[src/hw/aer_map.svh]
/*
 register offsets, field positions and reset values of the error register tail.
 assumes inclusion by the register bank design file by bare name.
*/
`ifndef AER_MAP_SVH
`define AER_MAP_SVH
`define AER_OFF_SEV 12'h10c
`define AER_OFF_CSTS 12'h110
`define AER_OFF_CMSK 12'h114
`define AER_OFF_CAPC 12'h118
`define AER_OFF_HLOG0 12'h11c
`define AER_OFF_HLOG1 12'h120
`define AER_OFF_HLOG2 12'h124
`define AER_OFF_HLOG3 12'h128
`define AER_OFF_INTS 12'h200
`define AER_OFF_INTM 12'h204
`define AER_OFF_UESTS 12'h208
`define AER_SEV_VALID 32'h001ff011
`define AER_SEV_RESET 32'h00062011
`define AER_COR_VALID 32'h000011c1
`define AER_COR_RESET 32'h00000000
`define AER_INT_VALID 32'h00000003
`define AER_FEP_LSB 0
`define AER_FEP_MSB 4
`define AER_GENCAP_BIT 5
`define AER_GENEN_BIT 6
`define AER_CHKCAP_BIT 7
`define AER_CHKEN_BIT 8
`define AER_INT_COR_BIT 0
`define AER_INT_UNC_BIT 1
`define AER_RESP_OKAY 2'b00
`define AER_RESP_SLVERR 2'b10
`endif

[src/hw/aer_pkg.sv]
/*
 types shared by the error register bank, the link model and the bench.
 assumes the map header sits beside it.
*/
package aer_pkg;
   typedef struct packed {
      logic [31:0] unc_evt;
      logic [31:0] cor_evt;
      logic log_valid;
      logic [127:0] hdr;
   } aer_evt_t;
   typedef struct packed {
      logic msg_valid;
      logic msg_fatal;
      logic msg_cor;
      logic gen_ecrc;
      logic chk_ecrc;
   } aer_out_t;
   typedef enum logic [1:0] {
      AER_RD_IDLE = 2'b00,
      AER_RD_WAIT = 2'b01,
      AER_RD_RESP = 2'b10
   } aer_rd_t;
endpackage

[src/hw/aer_hdr_log.sv]
/*
 four doubleword header log store with registered read data.
 assumes a single write port from the error logic and one read per cycle.
*/
`timescale 1ns/1ns
`default_nettype none
module aer_hdr_log #(
   parameter int WORDS = 4,
   parameter int AW = 2
) (
   // clock and power-on reset
   input wire logic clk,
   input wire logic rst_n,
   // capture port
   input wire logic wr_en,
   input wire logic [32*WORDS-1:0] wr_data,
   // read port
   input wire logic [AW-1:0] rd_addr,
   output logic [31:0] rd_data
);
   logic [31:0] mem_q [WORDS];
   logic [31:0] mem_d [WORDS];
   logic [31:0] rd_q, rd_d;

   always_comb begin
      for (int i = 0; i < WORDS; i++) begin
         // first doubleword in the top of the capture vector, bytes big endian
         mem_d[i] = wr_en ? wr_data[32*(WORDS-1-i) +: 32] : mem_q[i];
      end
      rd_d = mem_q[rd_addr];
   end

   always_ff @(posedge clk) begin
      if (!rst_n) begin
         for (int i = 0; i < WORDS; i++) begin
            mem_q[i] <= '0;
         end
         rd_q <= '0;
      end else begin
         for (int i = 0; i < WORDS; i++) begin
            mem_q[i] <= mem_d[i];
         end
         rd_q <= rd_d;
      end
   end
   assign rd_data = rd_q;
endmodule
`default_nettype wire

[src/hw/aer_regs.sv]
/*
 advanced error reporting tail: severity, correctable status and mask,
 capability and control, header log, plus interrupt status and mask.
 assumes an AXI4-Lite master on MCLK and a power-on reset on RST_N; link
 resets never reach this block, so sticky bits survive them.
*/
// The AXI4-Lite interface to the registers was decided locally.
`timescale 1ns/1ns
`default_nettype none
`include "aer_map.svh"
module aer_regs (
   // clock and power-on reset
   input wire logic MCLK,
   input wire logic RST_N,
   // error events from the link core
   input wire aer_pkg::aer_evt_t EVT,
   input wire logic [31:0] UNC_MASK,
   // controls and error messages toward the root complex
   output aer_pkg::aer_out_t CTRL,
   output logic IRQ,
   // axi4-lite write
   input wire logic [11:0] AWADDR,
   input wire logic AWVALID,
   output logic AWREADY,
   input wire logic [31:0] WDATA,
   input wire logic [3:0] WSTRB,
   input wire logic WVALID,
   output logic WREADY,
   output logic [1:0] BRESP,
   output logic BVALID,
   input wire logic BREADY,
   // axi4-lite read
   input wire logic [11:0] ARADDR,
   input wire logic ARVALID,
   output logic ARREADY,
   output logic [31:0] RDATA,
   output logic [1:0] RRESP,
   output logic RVALID,
   input wire logic RREADY
);
   import aer_pkg::*;

   logic [31:0] sev_q, sev_d, csts_q, csts_d, cmsk_q, cmsk_d, uests_q, uests_d;
   logic [31:0] ints_q, ints_d, intm_q, intm_d;
   logic [4:0] fep_q, fep_d;
   logic fep_set_q, fep_set_d, gen_q, gen_d, chk_q, chk_d;
   logic aw_q, aw_d, w_q, w_d, b_q, b_d;
   logic [11:0] awa_q, awa_d, ara_q, ara_d;
   logic [31:0] wd_q, wd_d, wmask, rd_q, rd_d;
   logic [1:0] br_q, br_d, rr_q, rr_d;
   aer_rd_t rs_q, rs_d;
   aer_out_t out_q, out_d;
   logic do_wr, log_en, hit_hlog;
   logic [31:0] log_rd, cor_new, unc_new;
   logic [4:0] first_pos;
   logic [1:0] log_addr;

   assign do_wr = aw_q && w_q && !b_q;
   assign wmask = {{8{WSTRB[3]}}, {8{WSTRB[2]}}, {8{WSTRB[1]}}, {8{WSTRB[0]}}};
   // masked correctable events neither log nor report
   assign cor_new = EVT.cor_evt & `AER_COR_VALID & ~cmsk_q;
   assign unc_new = EVT.unc_evt & `AER_SEV_VALID & ~UNC_MASK;
   assign log_en = EVT.log_valid && ((|cor_new) || (|unc_new));

   always_comb begin
      first_pos = '0;
      for (int i = 20; i >= 0; i--) begin
         if (unc_new[i]) begin
            first_pos = 5'(i);
         end
      end
   end

   // register state: sticky, held over link resets, reset by RST_N only; status bits also clear on a write of one
   always_comb begin
      sev_d = sev_q;
      cmsk_d = cmsk_q;
      gen_d = gen_q;
      chk_d = chk_q;
      intm_d = intm_q;
      csts_d = csts_q;
      ints_d = ints_q;
      uests_d = uests_q;
      fep_d = fep_q;
      fep_set_d = fep_set_q;
      if (do_wr) begin
         unique case (awa_q)
            `AER_OFF_SEV: sev_d = ((sev_q & ~wmask) | (wd_q & wmask)) & `AER_SEV_VALID;
            `AER_OFF_CMSK: cmsk_d = ((cmsk_q & ~wmask) | (wd_q & wmask)) & `AER_COR_VALID;
            `AER_OFF_CAPC: begin
               if (WSTRB[0]) gen_d = wd_q[`AER_GENEN_BIT];
               if (WSTRB[1]) chk_d = wd_q[`AER_CHKEN_BIT];
            end
            `AER_OFF_CSTS: csts_d = csts_q & ~(wd_q & wmask);
            `AER_OFF_INTS: ints_d = ints_q & ~(wd_q & wmask);
            `AER_OFF_INTM: intm_d = ((intm_q & ~wmask) | (wd_q & wmask)) & `AER_INT_VALID;
            `AER_OFF_UESTS: uests_d = uests_q & ~(wd_q & wmask);
            default: ;
         endcase
      end
      // set beats clear in the same cycle
      csts_d = csts_d | (EVT.cor_evt & `AER_COR_VALID);
      uests_d = uests_d | unc_new;
      if (|cor_new) ints_d[`AER_INT_COR_BIT] = 1'b1;
      if (|unc_new) ints_d[`AER_INT_UNC_BIT] = 1'b1;
      // pointer frozen until the uncorrectable status drains
      if (uests_d == '0) fep_set_d = 1'b0;
      if (!fep_set_q && (|unc_new)) begin
         fep_d = first_pos;
         fep_set_d = 1'b1;
      end
   end

   // message toward the root complex, one cycle per event batch
   always_comb begin
      out_d.msg_valid = (|cor_new) || (|unc_new);
      out_d.msg_fatal = |(unc_new & sev_q);
      out_d.msg_cor = |cor_new;
      out_d.gen_ecrc = gen_q;
      out_d.chk_ecrc = chk_q;
   end

   // bus handshake state
   always_comb begin
      aw_d = aw_q;
      w_d = w_q;
      b_d = b_q;
      awa_d = awa_q;
      wd_d = wd_q;
      br_d = br_q;
      if (AWVALID && AWREADY) begin
         aw_d = 1'b1;
         awa_d = {AWADDR[11:2], 2'b00};
      end
      if (WVALID && WREADY) begin
         w_d = 1'b1;
         wd_d = WDATA;
      end
      if (do_wr) begin
         b_d = 1'b1;
         unique case (awa_q)
            `AER_OFF_SEV, `AER_OFF_CSTS, `AER_OFF_CMSK, `AER_OFF_CAPC,
            `AER_OFF_HLOG0, `AER_OFF_HLOG1, `AER_OFF_HLOG2, `AER_OFF_HLOG3,
            `AER_OFF_INTS, `AER_OFF_INTM, `AER_OFF_UESTS: br_d = `AER_RESP_OKAY;
            default: br_d = `AER_RESP_SLVERR;
         endcase
      end
      if (b_q && BREADY) begin
         b_d = 1'b0;
         aw_d = 1'b0;
         w_d = 1'b0;
      end
   end

   assign hit_hlog = (ara_q >= `AER_OFF_HLOG0) && (ara_q <= `AER_OFF_HLOG3);
   // store index off the bus on the take edge, so its register is ready in the wait state
   assign log_addr = (rs_q == AER_RD_IDLE) ? ARADDR[3:2] - 2'b11 : ara_q[3:2] - 2'b11;

   always_comb begin
      rs_d = rs_q;
      ara_d = ara_q;
      rd_d = rd_q;
      rr_d = rr_q;
      unique case (rs_q)
         AER_RD_IDLE: begin
            if (ARVALID) begin
               ara_d = {ARADDR[11:2], 2'b00};
               rs_d = AER_RD_WAIT;
            end
         end
         AER_RD_WAIT: begin
            // log store answers a cycle late, hence the wait state
            rs_d = AER_RD_RESP;
            rr_d = `AER_RESP_OKAY;
            unique case (ara_q)
               `AER_OFF_SEV: rd_d = sev_q;
               `AER_OFF_CSTS: rd_d = csts_q;
               `AER_OFF_CMSK: rd_d = cmsk_q;
               `AER_OFF_CAPC: begin
                  rd_d = '0;
                  rd_d[`AER_FEP_MSB:`AER_FEP_LSB] = fep_q;
                  rd_d[`AER_GENCAP_BIT] = 1'b1;
                  rd_d[`AER_GENEN_BIT] = gen_q;
                  rd_d[`AER_CHKCAP_BIT] = 1'b1;
                  rd_d[`AER_CHKEN_BIT] = chk_q;
               end
               `AER_OFF_INTS: rd_d = ints_q;
               `AER_OFF_INTM: rd_d = intm_q;
               `AER_OFF_UESTS: rd_d = uests_q;
               default: begin
                  rd_d = hit_hlog ? log_rd : '0;
                  rr_d = hit_hlog ? `AER_RESP_OKAY : `AER_RESP_SLVERR;
               end
            endcase
         end
         AER_RD_RESP: begin
            if (RREADY) rs_d = AER_RD_IDLE;
         end
         default: rs_d = AER_RD_IDLE;
      endcase
   end

   aer_hdr_log #(.WORDS(4), .AW(2)) aer_hdr_log_inst (
      .clk(MCLK),
      .rst_n(RST_N),
      .wr_en(log_en),
      .wr_data(EVT.hdr),
      .rd_addr(log_addr),
      .rd_data(log_rd)
   );

   always_ff @(posedge MCLK) begin
      if (!RST_N) begin
         sev_q <= `AER_SEV_RESET;
         cmsk_q <= `AER_COR_RESET;
         csts_q <= `AER_COR_RESET;
         uests_q <= '0;
         ints_q <= '0;
         intm_q <= '0;
         fep_q <= '0;
         fep_set_q <= 1'b0;
         gen_q <= 1'b0;
         chk_q <= 1'b0;
         out_q <= '0;
         aw_q <= 1'b0;
         w_q <= 1'b0;
         b_q <= 1'b0;
         awa_q <= '0;
         wd_q <= '0;
         br_q <= '0;
         rs_q <= AER_RD_IDLE;
         ara_q <= '0;
         rd_q <= '0;
         rr_q <= '0;
      end else begin
         sev_q <= sev_d;
         cmsk_q <= cmsk_d;
         csts_q <= csts_d;
         uests_q <= uests_d;
         ints_q <= ints_d;
         intm_q <= intm_d;
         fep_q <= fep_d;
         fep_set_q <= fep_set_d;
         gen_q <= gen_d;
         chk_q <= chk_d;
         out_q <= out_d;
         aw_q <= aw_d;
         w_q <= w_d;
         b_q <= b_d;
         awa_q <= awa_d;
         wd_q <= wd_d;
         br_q <= br_d;
         rs_q <= rs_d;
         ara_q <= ara_d;
         rd_q <= rd_d;
         rr_q <= rr_d;
      end
   end

   assign AWREADY = !aw_q && !b_q;
   assign WREADY = !w_q && !b_q;
   assign BVALID = b_q;
   assign BRESP = br_q;
   assign ARREADY = (rs_q == AER_RD_IDLE);
   assign RVALID = (rs_q == AER_RD_RESP);
   assign RDATA = rd_q;
   assign RRESP = rr_q;
   assign CTRL = out_q;
   assign IRQ = |(ints_q & intm_q);

   rcv_err_a: assert property (@(posedge MCLK) disable iff (!RST_N)
      EVT.cor_evt[0] |=> csts_q[0]) else $error("receiver error not latched");
   bad_pkt_a: assert property (@(posedge MCLK) disable iff (!RST_N)
      EVT.cor_evt[6] && EVT.cor_evt[7] |=> csts_q[7:6] == 2'b11)
      else $error("bad packet bits not set");
   replay_evt_a: assert property (@(posedge MCLK) disable iff (!RST_N)
      EVT.cor_evt[12] |=> csts_q[12])
      else $error("replay timeout not set");
   cor_mask_a: assert property (@(posedge MCLK) disable iff (!RST_N)
      (EVT.cor_evt & cmsk_q) != '0 && (EVT.cor_evt & ~cmsk_q & `AER_COR_VALID) == '0
      && unc_new == '0 |=> !CTRL.msg_valid) else $error("masked error reported");
   first_ptr_a: assert property (@(posedge MCLK) disable iff (!RST_N)
      fep_set_q && uests_q != '0 |=> $stable(fep_q)) else $error("pointer moved");
   cap_bits_a: assert property (@(posedge MCLK) disable iff (!RST_N)
      rs_q == AER_RD_WAIT && ara_q == `AER_OFF_CAPC |=> RDATA[7] && RDATA[5])
      else $error("capability bits not set");
   ecrc_en_a: assert property (@(posedge MCLK) disable iff (!RST_N)
      ##1 CTRL.gen_ecrc == $past(gen_q) && CTRL.chk_ecrc == $past(chk_q))
      else $error("crc enable not followed");
   sev_rsvd_a: assert property (@(posedge MCLK) disable iff (!RST_N)
      (sev_q & ~`AER_SEV_VALID) == '0 && (cmsk_q & ~`AER_COR_VALID) == '0)
      else $error("reserved bits set");
   irq_lvl_a: assert property (@(posedge MCLK) disable iff (!RST_N)
      (|cor_new) && intm_q[`AER_INT_COR_BIT] && !do_wr |=> IRQ)
      else $error("interrupt not raised");
endmodule
`default_nettype wire

[config.mk]
export PLATFORM = sky130hd
export DESIGN_NAME = aer_regs
export DESIGN_NICKNAME = d
export VERILOG_FILES = /design/src/hw/aer_pkg.sv /design/src/hw/aer_hdr_log.sv /design/src/hw/aer_regs.sv
export VERILOG_INCLUDE_DIRS = /design/src /design/src/hw
export SDC_FILE = /design/constraint.sdc
export NUM_CORES = 1
export LEC_CHECK = 0
export ABC_AREA = 1
export BUFFER_PORTS_ARGS = -buffer_cell sky130_fd_sc_hd__buf_2
export CORE_MARGIN = 10
export CORE_UTILIZATION = 55
export CTS_CLUSTER_DIAMETER = 200
export CTS_CLUSTER_SIZE = 16
export DETAILED_ROUTE_END_ITERATION = 8
export PLACE_DENSITY_LB_ADDON = 0.3
export SKIP_CTS_REPAIR_TIMING = 1
export SKIP_LAST_GASP = 1
export SYNTH_ARGS = -nofsm -noshare
export SYNTH_HDL_FRONTEND = slang
export SYNTH_SLANG_ARGS = --single-unit
[constraint.sdc]
create_clock -name MCLK -period 5.4 [get_ports MCLK]
set_input_delay 0.27 -clock MCLK [delete_from_list [all_inputs] [get_ports MCLK]]
set_output_delay 0.27 -clock MCLK [all_outputs]
set_load 0.05 [all_outputs]
## Yosys cells after proc, flatten, opt, wreduce, memory -nomap -nowiden

Memories as Yosys holds them, arrays and structs flattened. A register that Yosys moved wholly into a read port is not among the register bits.
Cells that the tools add are included.

| word-level totals | value |
|---|---|
| flip-flop bits (word level) | 220 |
| memory bits (writable) | 128 |
| input port bits | 292 |
| output and inout port bits | 47 |
| logic and storage cells | 171 |
| memories kept | 1 |

Memories:

| memory | words | width | read ports | clocked after memory_dff | write ports | RTL line | source |
|---|---|---|---|---|---|---|---|
| aer_hdr_log_inst.mem_q | 4 | 32 | 1 | 1 | 4 | aer_hdr_log.sv:21 | `logic [31:0] mem_q [WORDS];` |

| cells by class | value |
|---|---|
| add/subtract/negate cells | 2 |
| magnitude comparators | 2 |
| eq/ne operators | 23 |
| multiplexer cells | 50 |
| bitwise logic cells | 25 |
| reduce and logical (&&, ||, !) cells | 41 |

Operator list:

| cell | count |
|---|---|
| $mux 32 | 13 |
| $pmux 32 s7 | 1 |
| $and 32x32->32 | 4 |
| $reduce_or 32->1 | 4 |
| $eq 10x7->1 const B | 12 |
| $mux 5 | 21 |
| $not 32->32 | 2 |
| $eq 10x8->1 const B | 6 |
| $and 13x32->32 | 1 |
| $and 21x32->32 | 1 |
| $and 32x2->32 | 1 |
| $and 32x21->32 | 1 |
| $logic_not 32->1 | 1 |
| $not 13->32 | 1 |
| $or 32x13->32 | 1 |
| $or 32x32->32 | 1 |
| $and 21x21->21 | 1 |
| $not 21->21 | 1 |
| $or 21x21->21 | 1 |
| $reduce_and 2->1 | 9 |
| $mux 2 | 8 |
| $and 13x13->13 | 1 |
| $or 13x13->13 | 1 |
| $ge 12x9->1 const B | 1 |
| 22 further kinds | 49 |

## Logic depth before layout (Yosys ltp)

Gate-level depths: netlist of the first run.

| depth | value |
|---|---|
| depth in word-level cells | 23 |
| depth in mapped cells | 14 |
| depth with buffers taken out | 13 |

## Hierarchy

Synthesis of the first run repeated with hierarchy kept, for this count alone.

| unflattened totals | value |
|---|---|
| cell total of the unflattened synthesis | 2065 |
| area, all modules | 16555.9 um2 |

Modules (own cells, without submodules):

| module | instances | cells an instance | area an instance (um2) | seq. area each (um2) |
|---|---|---|---|---|
| aer_regs | 1 | 1255 | 9172.5 | 4364.2 |
| aer_hdr_log | 1 | 810 | 7383.3 | 4484.3 |

## Least setup slack after synthesis of the first run

OpenSTA, ideal clock, no wires.

| timing path | value |
|---|---|
| path type | input-to-reg |
| from | input port RST_N |
| to | memory aer_hdr_log_inst.mem_q[0][0] (enable) |
| library setup time | 1108 ps |
| data arrival time | 3174 ps |
| data required time | 4292 ps |
| slack | 1117 ps |
| stages on the path | 4 |
| buffers on the path | 3 |
| cells stage by stage | clkbuf_1 clkbuf_1 clkbuf_1 nand2_1 |

RTL lines:

| what | RTL line | source |
|---|---|---|
| start, declared | aer_regs.sv:14 | `input wire logic RST_N,` |
| end, declared | aer_hdr_log.sv:21 |  |

==> metrics.md, run 1 <==
| Metric | Value |
|---|---|
| Critical-path top delay cell | `sky130_fd_sc_hd__a211oi_1` |
| RSZ-0062 raised after global routing | `no` |
| Number of pins exceeding their max-slew limit in the final report | `0` |
| Asr flop ratio synth | `0%` |
| Initial core utilization | `between 50% and 60%` |
| Clock tree from TritonCTS | `done` |
| Num Clock Sinks | `378` |
| Horizontal die dimension | `around 190 µm` |
| Part of the total power dissipated in sequential elements | `between 50% and 60%` |
| Die boundary height | `between 150 and 200 µm` |
| Final min period | `between 2 and 3 ns` |
| DR WL met2 | `about 21000 µm` |
| Portion of total power attributed to combinational logic | `a little over an eighth` |
| Fin Setup TNS | `0 ns` |
| Total length of routed wires | `between 40000 and 50000 µm` |
| Synthesis warning total | `0` |
| Switching power | `about 1.6 mW` |
| Total power divided by cell area | `approximately 320 mW/mm²` |
| Clock latency at the later pin of the worst-skew pair | `0.56 ns` |
| Share of post-route cells with drive strength above 1 | `between 10% and 20%` |
| Depth of the worst register-to-register path | `6` |
| Pre-Repair DR Iteration Count | `6` |
| Number of setup violations in the final report | `0` |
| Number of cells in the finished layout apart from fillers | `2586` |
| Number of enable flip-flop cells after synthesis | `between 100 and 150` |
| Run status | `complete, but fails checks` |
| Maximum fanout encountered on the critical timing path | `77` |
| Endpoint with the worst hold slack | `ara_q[11]` |
| Final critical-path share of the clock period | `between 50% and 60%` |
| Hold Fails Final Rpt | `17` |
| Type of the worst setup path | `reg -> reg` |
| Internal cell power | `4.29 mW` |
| Terminus of the critical flop-to-flop path | `aer_hdr_log_inst.mem_q[0][3]` |
| Part of the total power dissipated in the clock network | `roughly 32%` |
| Chain of cells forming the critical path | `o22ai_1 > a211oi_1 > a21oi_2 > nand2_4 > buf_4 > nor2_1` |
| Number of global-route vias before repair | `between 10000 and 15000` |
| Switching Fraction | `26.7%` |
| Routability Congestion | `0.938` |
| Drt drc | `0` |
| All-layer global routing usage | `around a quarter` |
| Post-DRT Antenna Nets | `0` |
| Final worst clock skew | `roughly 0.011 ns` |
| Arrival time worst endpoint | `3.23 ns` |
| Metal3 WL | `roughly 3900 µm` |
| Post-synth top flop | `sky130_fd_sc_hd__dfxtp_1` |
| Instance count after placement with tap cells included | `about 2500` |
| Worst setup EP type | `register` |
| Max IR drop VDD | `0.000224 V` |
| Post-synthesis sequential area ratio | `between 50 and 60%` |
| Uppermost metal layer occupied by signal nets | `met4` |
| Final non-filler cell area | `0.0184 mm²` |
| Nature of the critical path startpoint | `register` |
| Critical hold path startpoint | `ARADDR[11]` |
| Root Buffer Master | `sky130_fd_sc_hd__clkbuf_16` |
| Yosys reg bits | `between 300 and 400` |
| Number of antenna violations at the first check in global routing | `0` |
| Slew of the pin with the lowest slew margin | `between 1 and 1.5 ns` |
| Buffers added on ports | `roughly 260` |
| Violated checks | `negative hold slack` |
| Max-cap check violation count | `0` |
| Post-DP HPWL | `~31000 µm` |
| Wire length on met1 | `18500 µm` |
| Data required time of the critical path | `5.69 ns` |
| Area growth from synthesis to final layout | `15.5%` |
| Via density | `between 5 and 6` |
| Post-synthesis instance area | `0.0159 mm²` |
| H-tree depth | `1` |
| Remaining global-route overflow | `0` |
| Delay-heaviest family, CP | `compound AO/OA/AOI/OAI gates` |
| Max-slew headroom at the worst pin | `under 10%` |
| Max Root-Sink Buffers | `3` |
| I/O pin count | `roughly 340` |
| Reg2reg setup slack | `2.46 ns` |
| Standby leakage power | `between 8 and 9 nW` |
| Hold Crit Class | `in -> reg` |
| Routed length per placed instance | `roughly 17 µm` |
| First-pass GRT wire length | `69500 µm` |
| Post-synth cell types | `42` |
| Die area | `about 0.036 mm²` |
| Syn Inst Count | `1956` |
| Final Net Count | `between 2000 and 2500` |
| Highest clock frequency the design can meet | `roughly 0.34 GHz` |
| Placement row count | `62` |
| Area after DPL | `between 0.015 and 0.02 mm²` |
| Synthesized area per cell | `about 8 µm²` |
| Worst hold slack after final layout | `-0.0323 ns` |
| Initial DRC count | `roughly 1400` |
| Pin count of the biggest net entering global routing | `114` |
| Vias post-DR | `between 10000 and 15000` |
| Sum of buffers and inverters on the critical path | `1` |
| CP peak stage delay | `approximately 0.64 ns` |
| Floorplan Core Area | `~0.029 mm²` |
| WHS Path Cells | `3` |
| Clock transition at path regs | `~0.070 ns` |
| TritonCTS Buffers | `27` |
-- synthesized netlist by cell type (2+ instances only) --
cell,number,area [µm²]
sky130_fd_sc_hd__nor3_2,2,20.0
sky130_fd_sc_hd__dfxtp_1,250,5000
sky130_fd_sc_hd__a22o_1,7,61.3
sky130_fd_sc_hd__inv_2,4,15.0
sky130_fd_sc_hd__nor3_1,10,50.1
sky130_fd_sc_hd__a221oi_1,3,26.3
sky130_fd_sc_hd__inv_1,295,1110
sky130_fd_sc_hd__nor2_4,3,33.8
sky130_fd_sc_hd__a21oi_1,106,531
sky130_fd_sc_hd__nand3_2,2,20.0
sky130_fd_sc_hd__buf_2,29,145
sky130_fd_sc_hd__edfxtp_1,128,3840
sky130_fd_sc_hd__nor4_1,2,12.5
sky130_fd_sc_hd__o21ai_1,15,75.1
sky130_fd_sc_hd__nand3_1,31,155
sky130_fd_sc_hd__a211oi_1,19,143
sky130_fd_sc_hd__nand2_1,400,1500
sky130_fd_sc_hd__o31ai_1,3,22.5
sky130_fd_sc_hd__buf_1,4,15.0
sky130_fd_sc_hd__o21ai_0,146,731
sky130_fd_sc_hd__a31oi_1,64,400
sky130_fd_sc_hd__o211ai_1,32,240
sky130_fd_sc_hd__clkbuf_1,51,191
sky130_fd_sc_hd__buf_4,10,75.1
sky130_fd_sc_hd__o22ai_1,8,50.1
sky130_fd_sc_hd__nor2_2,7,43.8
sky130_fd_sc_hd__nand4_1,13,81.3
sky130_fd_sc_hd__nor2_1,297,1110
sky130_fd_sc_hd__o221ai_1,2,17.5
-- cell usage in the layout (no fill, tap or decap), drive strengths merged, types with 2 or more instances in the layout --
cell and instances:
inv 300, nand2 401, o211ai 32, a21oi 107
edfxtp 128, nor4 2, buf 274, dfxtp 250
a31oi 64, dlygate4sd3 25, nor2 308, o221ai 2
conb 2, nand3 34, a22o 7, o22ai 8
o21ai 163, nand4 14, clkbuf 38, a221oi 3
a211oi 19, nor3 12, o31ai 3
-- state kept, by name, indices dropped and copies added, names as in the netlist, named ones only --
signal / count
chk_q: 1
ints_q: 32
aer_hdr_log_inst.rd_data: 32
aer_hdr_log_inst.mem_q: 128
aw_q: 1
BRESP: 1
wd_q: 32
w_q: 1
uests_q: 32
RDATA: 32
rs_q: 2
RRESP: 1
ara_q: 10
awa_q: 10
BVALID: 1
gen_q: 1
csts_q: 32
fep_q: 5
CTRL: 5
fep_set_q: 1
-- kinds of logic after synthesis --
logic type | count (synthesis) | synth area share [%]
xor gates and xnor gates | 1 | 0.173
other | 1 | 0.0236
and+or+nand+nor | 772 | 19.6
AOI/OAI and AO/OA | 410 | 14.8
buffers and inverters | 394 | 9.81
DFF | 378 | 55.6
-- worst register-to-register path, cell delays in order (launching register included) --
cell and delay [ns]:
sky130_fd_sc_hd__dfxtp_1 0.39, sky130_fd_sc_hd__o22ai_1 0.11, sky130_fd_sc_hd__a211oi_1 0.64, sky130_fd_sc_hd__a21oi_2 0.19, sky130_fd_sc_hd__nand2_4 0.63, sky130_fd_sc_hd__buf_4 0.58, sky130_fd_sc_hd__nor2_1 0.14
-- metrics by stage --
stage	total power, mW	hold WS (ns)	utilization (%)	setup WS, ns
2_1_floorplan	3.76	0.387	-	1.12
6_report	5.85	-0.0323	64.2	2.46
5_1_grt	6.09	-0.00297	64.2	2.30
3_3_place_gp	3.99	0.418	60.7	2.53
4_1_cts	5.87	-0.0624	63.3	2.53
3_5_place_dp	4.01	0.423	60.7	2.47
-- per-layer routing --
layer	track usage, %	up-vias
li1	-	6772
met1	30.2	6355
met2	39.3	536
met3	5.16	72
met4	6.11	0
met5	0	-
-- how the worst max path moves through the flow --
| stage | endpoint | slack (ns) | cells past startpoint |
|---|---|---|---|
| floorplan | aer_hdr_log_inst.mem_q[0][0] | 1.12 | 4 |
| global placement | aer_hdr_log_inst.mem_q[1][29] | 2.53 | 12 |
| detailed placement | aer_hdr_log_inst.mem_q[0][3] | 2.47 | 12 |
| CTS | aer_hdr_log_inst.mem_q[3][1] | 2.53 | 6 |
| global route | aer_hdr_log_inst.mem_q[1][0] | 2.30 | 6 |
| finish | aer_hdr_log_inst.mem_q[0][3] | 2.46 | 6 |
-- power groups by stage --
stage               registers (mW)  logic (mW)  clock network, mW
floorplan                     3.32       0.443                  0
global placement              3.26       0.728                  0
detailed placement            3.27       0.742                  0
CTS                           3.20       0.745               1.92
global route                  3.22       0.846               2.02
finish                        3.20       0.759               1.89
-- final cells by class --
| cell class | instances | area (µm²) |
|---|---|---|
| clock inverter | 2 | 28.8 |
| sequential | 378 | 8850 |
| clock buffer | 38 | 717 |
| multi-input combinational | 1185 | 5520 |
| timing repair buffer | 299 | 1650 |
| inverter | 299 | 1120 |
| tap | 384 | 480 |
| fill | 2416 | 10300 |
| antenna | 1 | 2.50 |
(Power assumes the default switching activity.)
==> inputs of run 2 (changes only) <==
--- a/config.mk
+++ b/config.mk
@@ -6,10 +6,10 @@
 export SDC_FILE = /design/constraint.sdc
 export NUM_CORES = 1
 export LEC_CHECK = 0
-export ABC_AREA = 1
+export ABC_AREA = 0
 export BUFFER_PORTS_ARGS = -buffer_cell sky130_fd_sc_hd__buf_2
 export CORE_MARGIN = 10
-export CORE_UTILIZATION = 55
+export CORE_UTILIZATION = 49
 export CTS_CLUSTER_DIAMETER = 200
 export CTS_CLUSTER_SIZE = 16
 export DETAILED_ROUTE_END_ITERATION = 8
==> constraint.sdc (replaced) <==
create_clock -name MCLK -period 2.36 [get_ports MCLK]
set_input_delay 0.118 -clock MCLK [delete_from_list [all_inputs] [get_ports MCLK]]
set_output_delay 0.118 -clock MCLK [all_outputs]
set_load 0.05 [all_outputs]
==> metrics.md, run 2 <==
| Metric | Value |
|---|---|
| Run status | `complete, but fails checks` |
| Violated checks | `negative hold slack, negative setup slack` |
| Final min period | `2.53 ns (-0.414 ns)` |
| Most frequent cell after synthesis | `sky130_fd_sc_hd__dfxtp_1` |
| Drt drc | `0 (unchanged)` |
| Top post-synthesis cells by area | `sky130_fd_sc_hd__dfxtp_1, sky130_fd_sc_hd__edfxtp_1, sky130_fd_sc_hd__and2_1` |
| Area occupied by registers | `0.00885 mm² (about the same)` |
| Fin Setup TNS | `-0.169 ns (-0.169 ns)` |
| Chain of cells forming the critical path | `or4_4 > buf_6 > nor4_4 > buf_4 > a21boi_2 > a2111oi_2 > nand3_1 > o311a_1` |
| Arrival time worst endpoint | `2.98 ns (-0.25 ns)` |
| Routed length per placed instance | `20.2 µm (+18%)` |
| Most common library cell in the layout ignoring fill and taps | `sky130_fd_sc_hd__buf_2` |
| Max-slew headroom at the worst pin | `64.1% (+55 points)` |
| Max Root-Sink Buffers | `3 (unchanged)` |
| Area taken by multi-input logic gates | `0.00638 mm² (+16%)` |
| Final Net Count | `2229 (-10%)` |
| Routability Congestion | `0.883 (-5.8%)` |
| Post-synth top flop | `sky130_fd_sc_hd__dfxtp_1` |
| Post-synthesis instance area | `0.0155 mm² (-2.5%)` |
| Die area | `0.0392 mm² (+8.5%)` |
| Final Total Pwr | `13.5 mW (+130%)` |
| Commonest non-fill, non-tap cells in the layout | `sky130_fd_sc_hd__buf_2, sky130_fd_sc_hd__dfxtp_1, sky130_fd_sc_hd__nand2_1, sky130_fd_sc_hd__dlygate4sd3_1, sky130_fd_sc_hd__and2_1` |
| Number of pins exceeding their max-slew limit in the final report | `0 (unchanged)` |
| Area share of the leading cell type in the synthesized netlist | `32.3% (+0.79 points)` |
| Nature of the critical path startpoint | `register` |
| RSZ-0062 raised after global routing | `yes` |
| Clock tree from TritonCTS | `done` |
| First-pass GRT wire length | `66500 µm (-4.2%)` |
| Post-DP HPWL | `32100 µm (+4.1%)` |
| Placement row count | `65 (+4.8%)` |
| Number of setup violations in the final report | `1 (+1)` |
| Type of the worst setup path | `reg -> reg` |
| H-tree depth | `1 (unchanged)` |
| Max IR drop VDD | `0.000638 V (+180%)` |
| Total power divided by cell area | `650 mW/mm² (+100%)` |
| Post-synth cell types | `67 (+60%)` |
| TritonCTS Buffers | `27 (unchanged)` |
| Number of enable flip-flop cells after synthesis | `128 (unchanged)` |
| WHS Path Cells | `4 (+1)` |
| Critical-path top delay cell | `sky130_fd_sc_hd__or4_4` |
| Hold Fails Final Rpt | `1 (-16)` |
| Data required time of the critical path | `2.81 ns (-2.88 ns)` |
| Clock latency at the later pin of the worst-skew pair | `0.58 ns (+0.02 ns)` |
| Share of post-route cells with drive strength above 1 | `25.1% (+9.9 points)` |
| Vias post-DR | `12735 (-7.3%)` |
| Worst Setup Slack, final | `-0.169 ns (-2.63 ns)` |
| Highest clock frequency the design can meet | `0.395 GHz (+16%)` |
| Via density | `5.42 (+2.1%)` |
| Initial DRC count | `942 (-33%)` |
| Maximum fanout encountered on the critical timing path | `4 (-95%)` |
| Area growth from synthesis to final layout | `34.3%` |
| Synthesis warning total | `0 (unchanged)` |
| Most numerous cell types in the synthesized netlist | `sky130_fd_sc_hd__dfxtp_1, sky130_fd_sc_hd__nand2_1, sky130_fd_sc_hd__and2_1` |
| Standby leakage power | `8.39 nW (-1.3%)` |
| Top register by number of flip-flops | `aer_hdr_log_inst.mem_q` |
| Root Buffer Master | `sky130_fd_sc_hd__clkbuf_16` |
| Largest register FFs | `128 (unchanged)` |
| Syn Inst Count | `1429 (-27%)` |
| Final worst clock skew | `0.0227 ns (+0.0115 ns)` |
| Num Clock Sinks | `378 (unchanged)` |
| Worst setup EP type | `register` |
| Die boundary height | `198 µm (+4.1%)` |
| Clock transition at path regs | `0.08 ns (about the same)` |
| I/O pin count | `339 (unchanged)` |
| Initial core utilization | `49.4% (-6.1 points)` |
| Final critical-path share of the clock period | `107% (+53 points)` |
| Asr flop ratio synth | `0% (unchanged)` |
| Hold Crit Class | `in -> reg` |
| Buffers added on ports | `263 (unchanged)` |
| Number of antenna violations at the first check in global routing | `1 (+1)` |
| Floorplan Core Area | `0.0314 mm² (+9.7%)` |
| Depth of the worst register-to-register path | `8 (+2)` |
| Synthesized area per cell | `10.9 µm² (+34%)` |
| Pre-Repair DR Iteration Count | `7 (+1)` |
| Post-DRT Antenna Nets | `0 (unchanged)` |
| Pin count of the biggest net entering global routing | `104 (-8.8%)` |
| Horizontal die dimension | `198 µm (+4.1%)` |
| Yosys reg bits | `378 (unchanged)` |
| Max-cap check violation count | `0 (unchanged)` |
| Number of global-route vias before repair | `11899 (-12%)` |
| Worst hold slack after final layout | `-0.0123 ns (+0.0200 ns)` |
| Leading area contributor after synthesis | `sky130_fd_sc_hd__dfxtp_1` |
| Slew of the pin with the lowest slew margin | `0.534 ns (-0.814 ns)` |
| CP peak stage delay | `0.58 ns (-0.06 ns)` |
| All-layer global routing usage | `21.4% (-2.1 points)` |
| Total of fill cells in the finished design | `2325 (-3.8%)` |
| Total length of routed wires | `47400 µm (+7.4%)` |
| Remaining global-route overflow | `0 (unchanged)` |
| Post-synthesis sequential area ratio | `57.0% (+1.4 points)` |
## run 2: worst paths after layout
check	slack (ns)	from	to
max	-0.17	awa_q[11]	fep_set_q
min	-0.01	UNC_MASK[4]	uests_q[4]
max reg2reg	-0.17	awa_q[11]	fep_set_q
min reg2reg	0.43	ints_q[23]	ints_q[23]
## run 2: layer usage
metal,track usage [%],wire length (µm),vias up
li1,-,-,6084
met1,27.7,19400,6053
met2,34.2,22500,512
met3,6.26,4170,86
met4,5.98,1280,0
met5,0,0,-
## run 2: critical path, delay by kind of cell, from the launching register on
| kind | cells | cell delay (ns) |
|---|---|---|
| AO/OA/AOI/OAI | 3 | 0.71 |
| buffers and inverters | 2 | 0.36 |
| flip-flops | 1 | 0.33 |
| AND/OR/NAND/NOR | 3 | 1.02 |
## run 2: cell families after synthesis
| family | synth area share [%] |
|---|---|
| AO/OA/AOI/OAI | 13.7 |
| flip-flops | 57.0 |
| buffers and inverters | 3.09 |
| multiplexers | 6.13 |
| AND/OR/NAND/NOR | 20.0 |
| other | 0.0242 |
## run 2: where the power goes
group / internal [mW] / total [mW] / switching (mW)
sequential: 7.11 / 7.33 / 0.219
clock: 2.10 / 4.31 / 2.21
combinational: 0.939 / 1.91 / 0.972
## run 2: layout make-up
cell class | count | share of cell area, %
sequential | 378 | 42.5
antenna | 1 | 0.0120
multi-input combinational | 950 | 30.6
inverter | 10 | 0.180
clock buffer | 36 | 3.41
timing repair buffer | 570 | 20.7
clock inverter | 2 | 0.138
tap | 402 | 2.41
## run 2: stage by stage
step	instance area, µm²	util (%)	setup slack [ns]	instances
floorplan	15500	-	0.00379	1430
global route	20800	66.3	-0.222	2348
detailed placement	17900	57.2	-0.219	2110
global placement	17900	57.2	-0.285	2110
finish	20800	66.4	-0.169	2349
CTS	18700	59.5	-0.257	2148
==> inputs of run 3 (changes only) <==
--- a/config.mk
+++ b/config.mk
@@ -8,7 +8,7 @@
 export LEC_CHECK = 0
 export ABC_AREA = 0
 export BUFFER_PORTS_ARGS = -buffer_cell sky130_fd_sc_hd__buf_2
-export CORE_MARGIN = 10
+export CORE_MARGIN = 2
 export CORE_UTILIZATION = 49
 export CTS_CLUSTER_DIAMETER = 200
 export CTS_CLUSTER_SIZE = 16
@@ -16,6 +16,7 @@
 export PLACE_DENSITY_LB_ADDON = 0.3
 export SKIP_CTS_REPAIR_TIMING = 1
 export SKIP_LAST_GASP = 1
+export SLEW_MARGIN = 20
 export SYNTH_ARGS = -nofsm -noshare
 export SYNTH_HDL_FRONTEND = slang
 export SYNTH_SLANG_ARGS = --single-unit
==> metrics.md, run 3 (synthesis results as in run 2) <==
| Metric | Value |
|---|---|
| Via density | `5.51 (+1.5%)` |
| Depth of the worst register-to-register path | `7 (-1)` |
| Highest clock frequency the design can meet | `0.393 GHz (-0.59%)` |
| Data required time of the critical path | `2.82 ns (about the same)` |
| Worst R2R Start | `awa_q[7]` |
| Post-DRT Antenna Nets | `0 (unchanged)` |
| Hold Fails Final Rpt | `0 (-1)` |
| Initial core utilization | `49.4% (unchanged)` |
| Most common library cell in the layout ignoring fill and taps | `sky130_fd_sc_hd__buf_2` |
| Placement row count | `65 (unchanged)` |
| Initial DRC count | `1044 (+11%)` |
| Reg2reg setup slack | `-0.18 ns (about the same)` |
| Clock transition at path regs | `0.07 ns (about the same)` |
| Max-slew headroom at the worst pin | `58.8% (-5.4 points)` |
| Largest register FFs | `128 (unchanged)` |
| Num Clock Sinks | `378 (unchanged)` |
| Die area | `0.0331 mm² (-16%)` |
| Dpl ws | `-0.277 ns (-0.0574 ns)` |
| WHS Path Cells | `4 (unchanged)` |
| Number of pins exceeding their max-slew limit in the final report | `0 (unchanged)` |
| Nature of the critical path startpoint | `register` |
| Total length of routed wires | `45100 µm (-4.8%)` |
| Part of the total power dissipated in sequential elements | `54.1% (about the same)` |
| Clock latency at the later pin of the worst-skew pair | `0.58 ns (about the same)` |
| Area growth from synthesis to final layout | `34.0%` |
| Standby leakage power | `8.37 nW (-0.16%)` |
| Endpoint with the worst hold slack | `uests_q[12]` |
| Routability Congestion | `0.900 (+1.8%)` |
| H-tree depth | `1 (unchanged)` |
| Hold Crit Class | `in -> reg` |
| Critical hold path startpoint | `UNC_MASK[12]` |
| All-layer global routing usage | `23.9% (+2.5 points)` |
| Total of fill cells in the finished design | `2345 (+0.86%)` |
| Fin Setup TNS | `-0.184 ns (-0.0149 ns)` |
| Clock tree from TritonCTS | `done` |
| Switching Fraction | `25.2% (+0.11 points)` |
| Root Buffer Master | `sky130_fd_sc_hd__clkbuf_16` |
| Routed length per placed instance | `19.3 µm (-4.5%)` |
| RSZ-0062 raised after global routing | `yes` |
| First-pass GRT wire length | `62400 µm (-6.2%)` |
| Max IR drop VDD | `0.000651 V (+2.1%)` |
| Commonest non-fill, non-tap cells in the layout | `sky130_fd_sc_hd__buf_2, sky130_fd_sc_hd__dfxtp_1, sky130_fd_sc_hd__nand2_1, sky130_fd_sc_hd__dlygate4sd3_1, sky130_fd_sc_hd__and2_1` |
| Top register by number of flip-flops | `aer_hdr_log_inst.mem_q` |
| Total power divided by cell area | `652 mW/mm² (+0.29%)` |
| Buffers added on ports | `263 (unchanged)` |
| Pre-Repair DR Iteration Count | `5 (-2)` |
| Drt drc | `0 (unchanged)` |
| Portion of total power attributed to combinational logic | `13.9% (-0.2 points)` |
| Number of antenna violations at the first check in global routing | `1 (unchanged)` |
| Final min period | `2.54 ns (+0.0149 ns)` |
| I/O pin count | `339 (unchanged)` |
| Remaining global-route overflow | `0 (unchanged)` |
| Vias post-DR | `12893 (+1.2%)` |
| Instance count after placement with tap cells included | `2104 (-0.28%)` |
| Number of setup violations in the final report | `1 (unchanged)` |
| Pin count of the biggest net entering global routing | `92 (-12%)` |
| Max Root-Sink Buffers | `3 (unchanged)` |
| Run status | `complete, but fails checks` |
| Floorplan Core Area | `0.0314 mm² (unchanged)` |
| Maximum fanout encountered on the critical timing path | `4 (unchanged)` |
| Number of cells in the finished layout apart from fillers | `2342 (-0.30%)` |
| Violated checks | `negative setup slack` |
| Die boundary height | `182 µm (-8.1%)` |
| Final Total Pwr | `13.5 mW (about the same)` |
| Switching power | `3.41 mW (+0.48%)` |
| Internal cell power | `10.1 mW (about the same)` |
| Worst setup EP type | `register` |
| Worst hold slack after final layout | `0.0186 ns (+0.0309 ns)` |
| Terminus of the critical flop-to-flop path | `fep_set_q` |
| Share of post-route cells with drive strength above 1 | `24.9% (-0.22 points)` |
| Part of the total power dissipated in the clock network | `32.0% (+0.2 points)` |
| Post-DP HPWL | `29500 µm (-8.0%)` |
| Horizontal die dimension | `182 µm (-8.1%)` |
| Type of the worst setup path | `reg -> reg` |
| Max-cap check violation count | `0 (unchanged)` |
| Final worst clock skew | `0.0201 ns (-0.00264 ns)` |
| Slew of the pin with the lowest slew margin | `0.603 ns (+0.0688 ns)` |
| Final Net Count | `2221 (-0.36%)` |
| TritonCTS Buffers | `27 (unchanged)` |
| Worst Setup Slack, final | `-0.184 ns (-0.0149 ns)` |
| Number of global-route vias before repair | `11583 (-2.7%)` |
| Final critical-path share of the clock period | `108% (+0.63 points)` |
| Arrival time worst endpoint | `3.00 ns (+0.02 ns)` |
==> run 3: cell types whose count changed in the layout (fill, tap and decap cells not counted), moves of 2 or more <==
cell,delta
sky130_fd_sc_hd__nand2_4,+2
sky130_fd_sc_hd__dlygate4sd3_1,-3
sky130_fd_sc_hd__a21boi_0,+2
sky130_fd_sc_hd__a21boi_2,-2
sky130_fd_sc_hd__buf_4,-4
==> run 3: worst max path at each step <==
stage,start,end,slack (ns),cells past startpoint
global route,awa_q[7],fep_set_q,-0.27,8
detailed placement,awa_q[9],fep_set_q,-0.28,7
CTS,awa_q[9],fep_set_q,-0.32,7
finish,awa_q[7],fep_set_q,-0.18,7
global placement,awa_q[6],fep_set_q,-0.24,8
floorplan,awa_q[8],fep_set_q,0.004,6
==> run 3: stage by stage <==
stage	util [%]	instance area, µm²
5_1_grt	66.2	20800
3_5_place_dp	57.0	17900
4_1_cts	59.4	18600
2_1_floorplan	-	15500
6_report	66.2	20800
3_3_place_gp	57.0	17900
==> run 3: metal layers <==
metal / up-vias / track usage, % / routed length, µm
met4: 0 / 6.55 / 1200
met5: - / 0 / 0
met2: 568 / 39.4 / 22100
met1: 6181 / 33.1 / 18400
met3: 77 / 3.47 / 3480
li1: 6067 / - / -
==> run 3: final cells by class <==
class | instances | area [µm²] | area share [%]
multi-input combinational | 950 | 6390 | 30.8
antenna | 1 | 2.50 | 0.0120
clock inverter | 2 | 28.8 | 0.138
tap | 402 | 503 | 2.42
inverter | 10 | 37.5 | 0.181
clock buffer | 37 | 713 | 3.43
sequential | 378 | 8850 | 42.6
timing repair buffer | 562 | 4250 | 20.4
==> run 3: power groups by stage <==
stage | combinational, mW | clock (mW) | sequential (mW)
3_3_place_gp | 1.56 | 0 | 7.45
2_1_floorplan | 0.852 | 0 | 7.52
5_1_grt | 2.02 | 4.58 | 7.37
4_1_cts | 1.59 | 4.36 | 7.32
6_report | 1.88 | 4.33 | 7.34
3_5_place_dp | 1.58 | 0 | 7.47
==> run 3: critical path, cell delays in order (launching register included) <==
cell and delay, ns:
sky130_fd_sc_hd__dfxtp_2 0.32, sky130_fd_sc_hd__or4_4 0.58, sky130_fd_sc_hd__nor4_4 0.44, sky130_fd_sc_hd__buf_6 0.20, sky130_fd_sc_hd__a21boi_4 0.07, sky130_fd_sc_hd__a2111oi_4 0.35, sky130_fd_sc_hd__nand3_1 0.17, sky130_fd_sc_hd__o311a_1 0.30
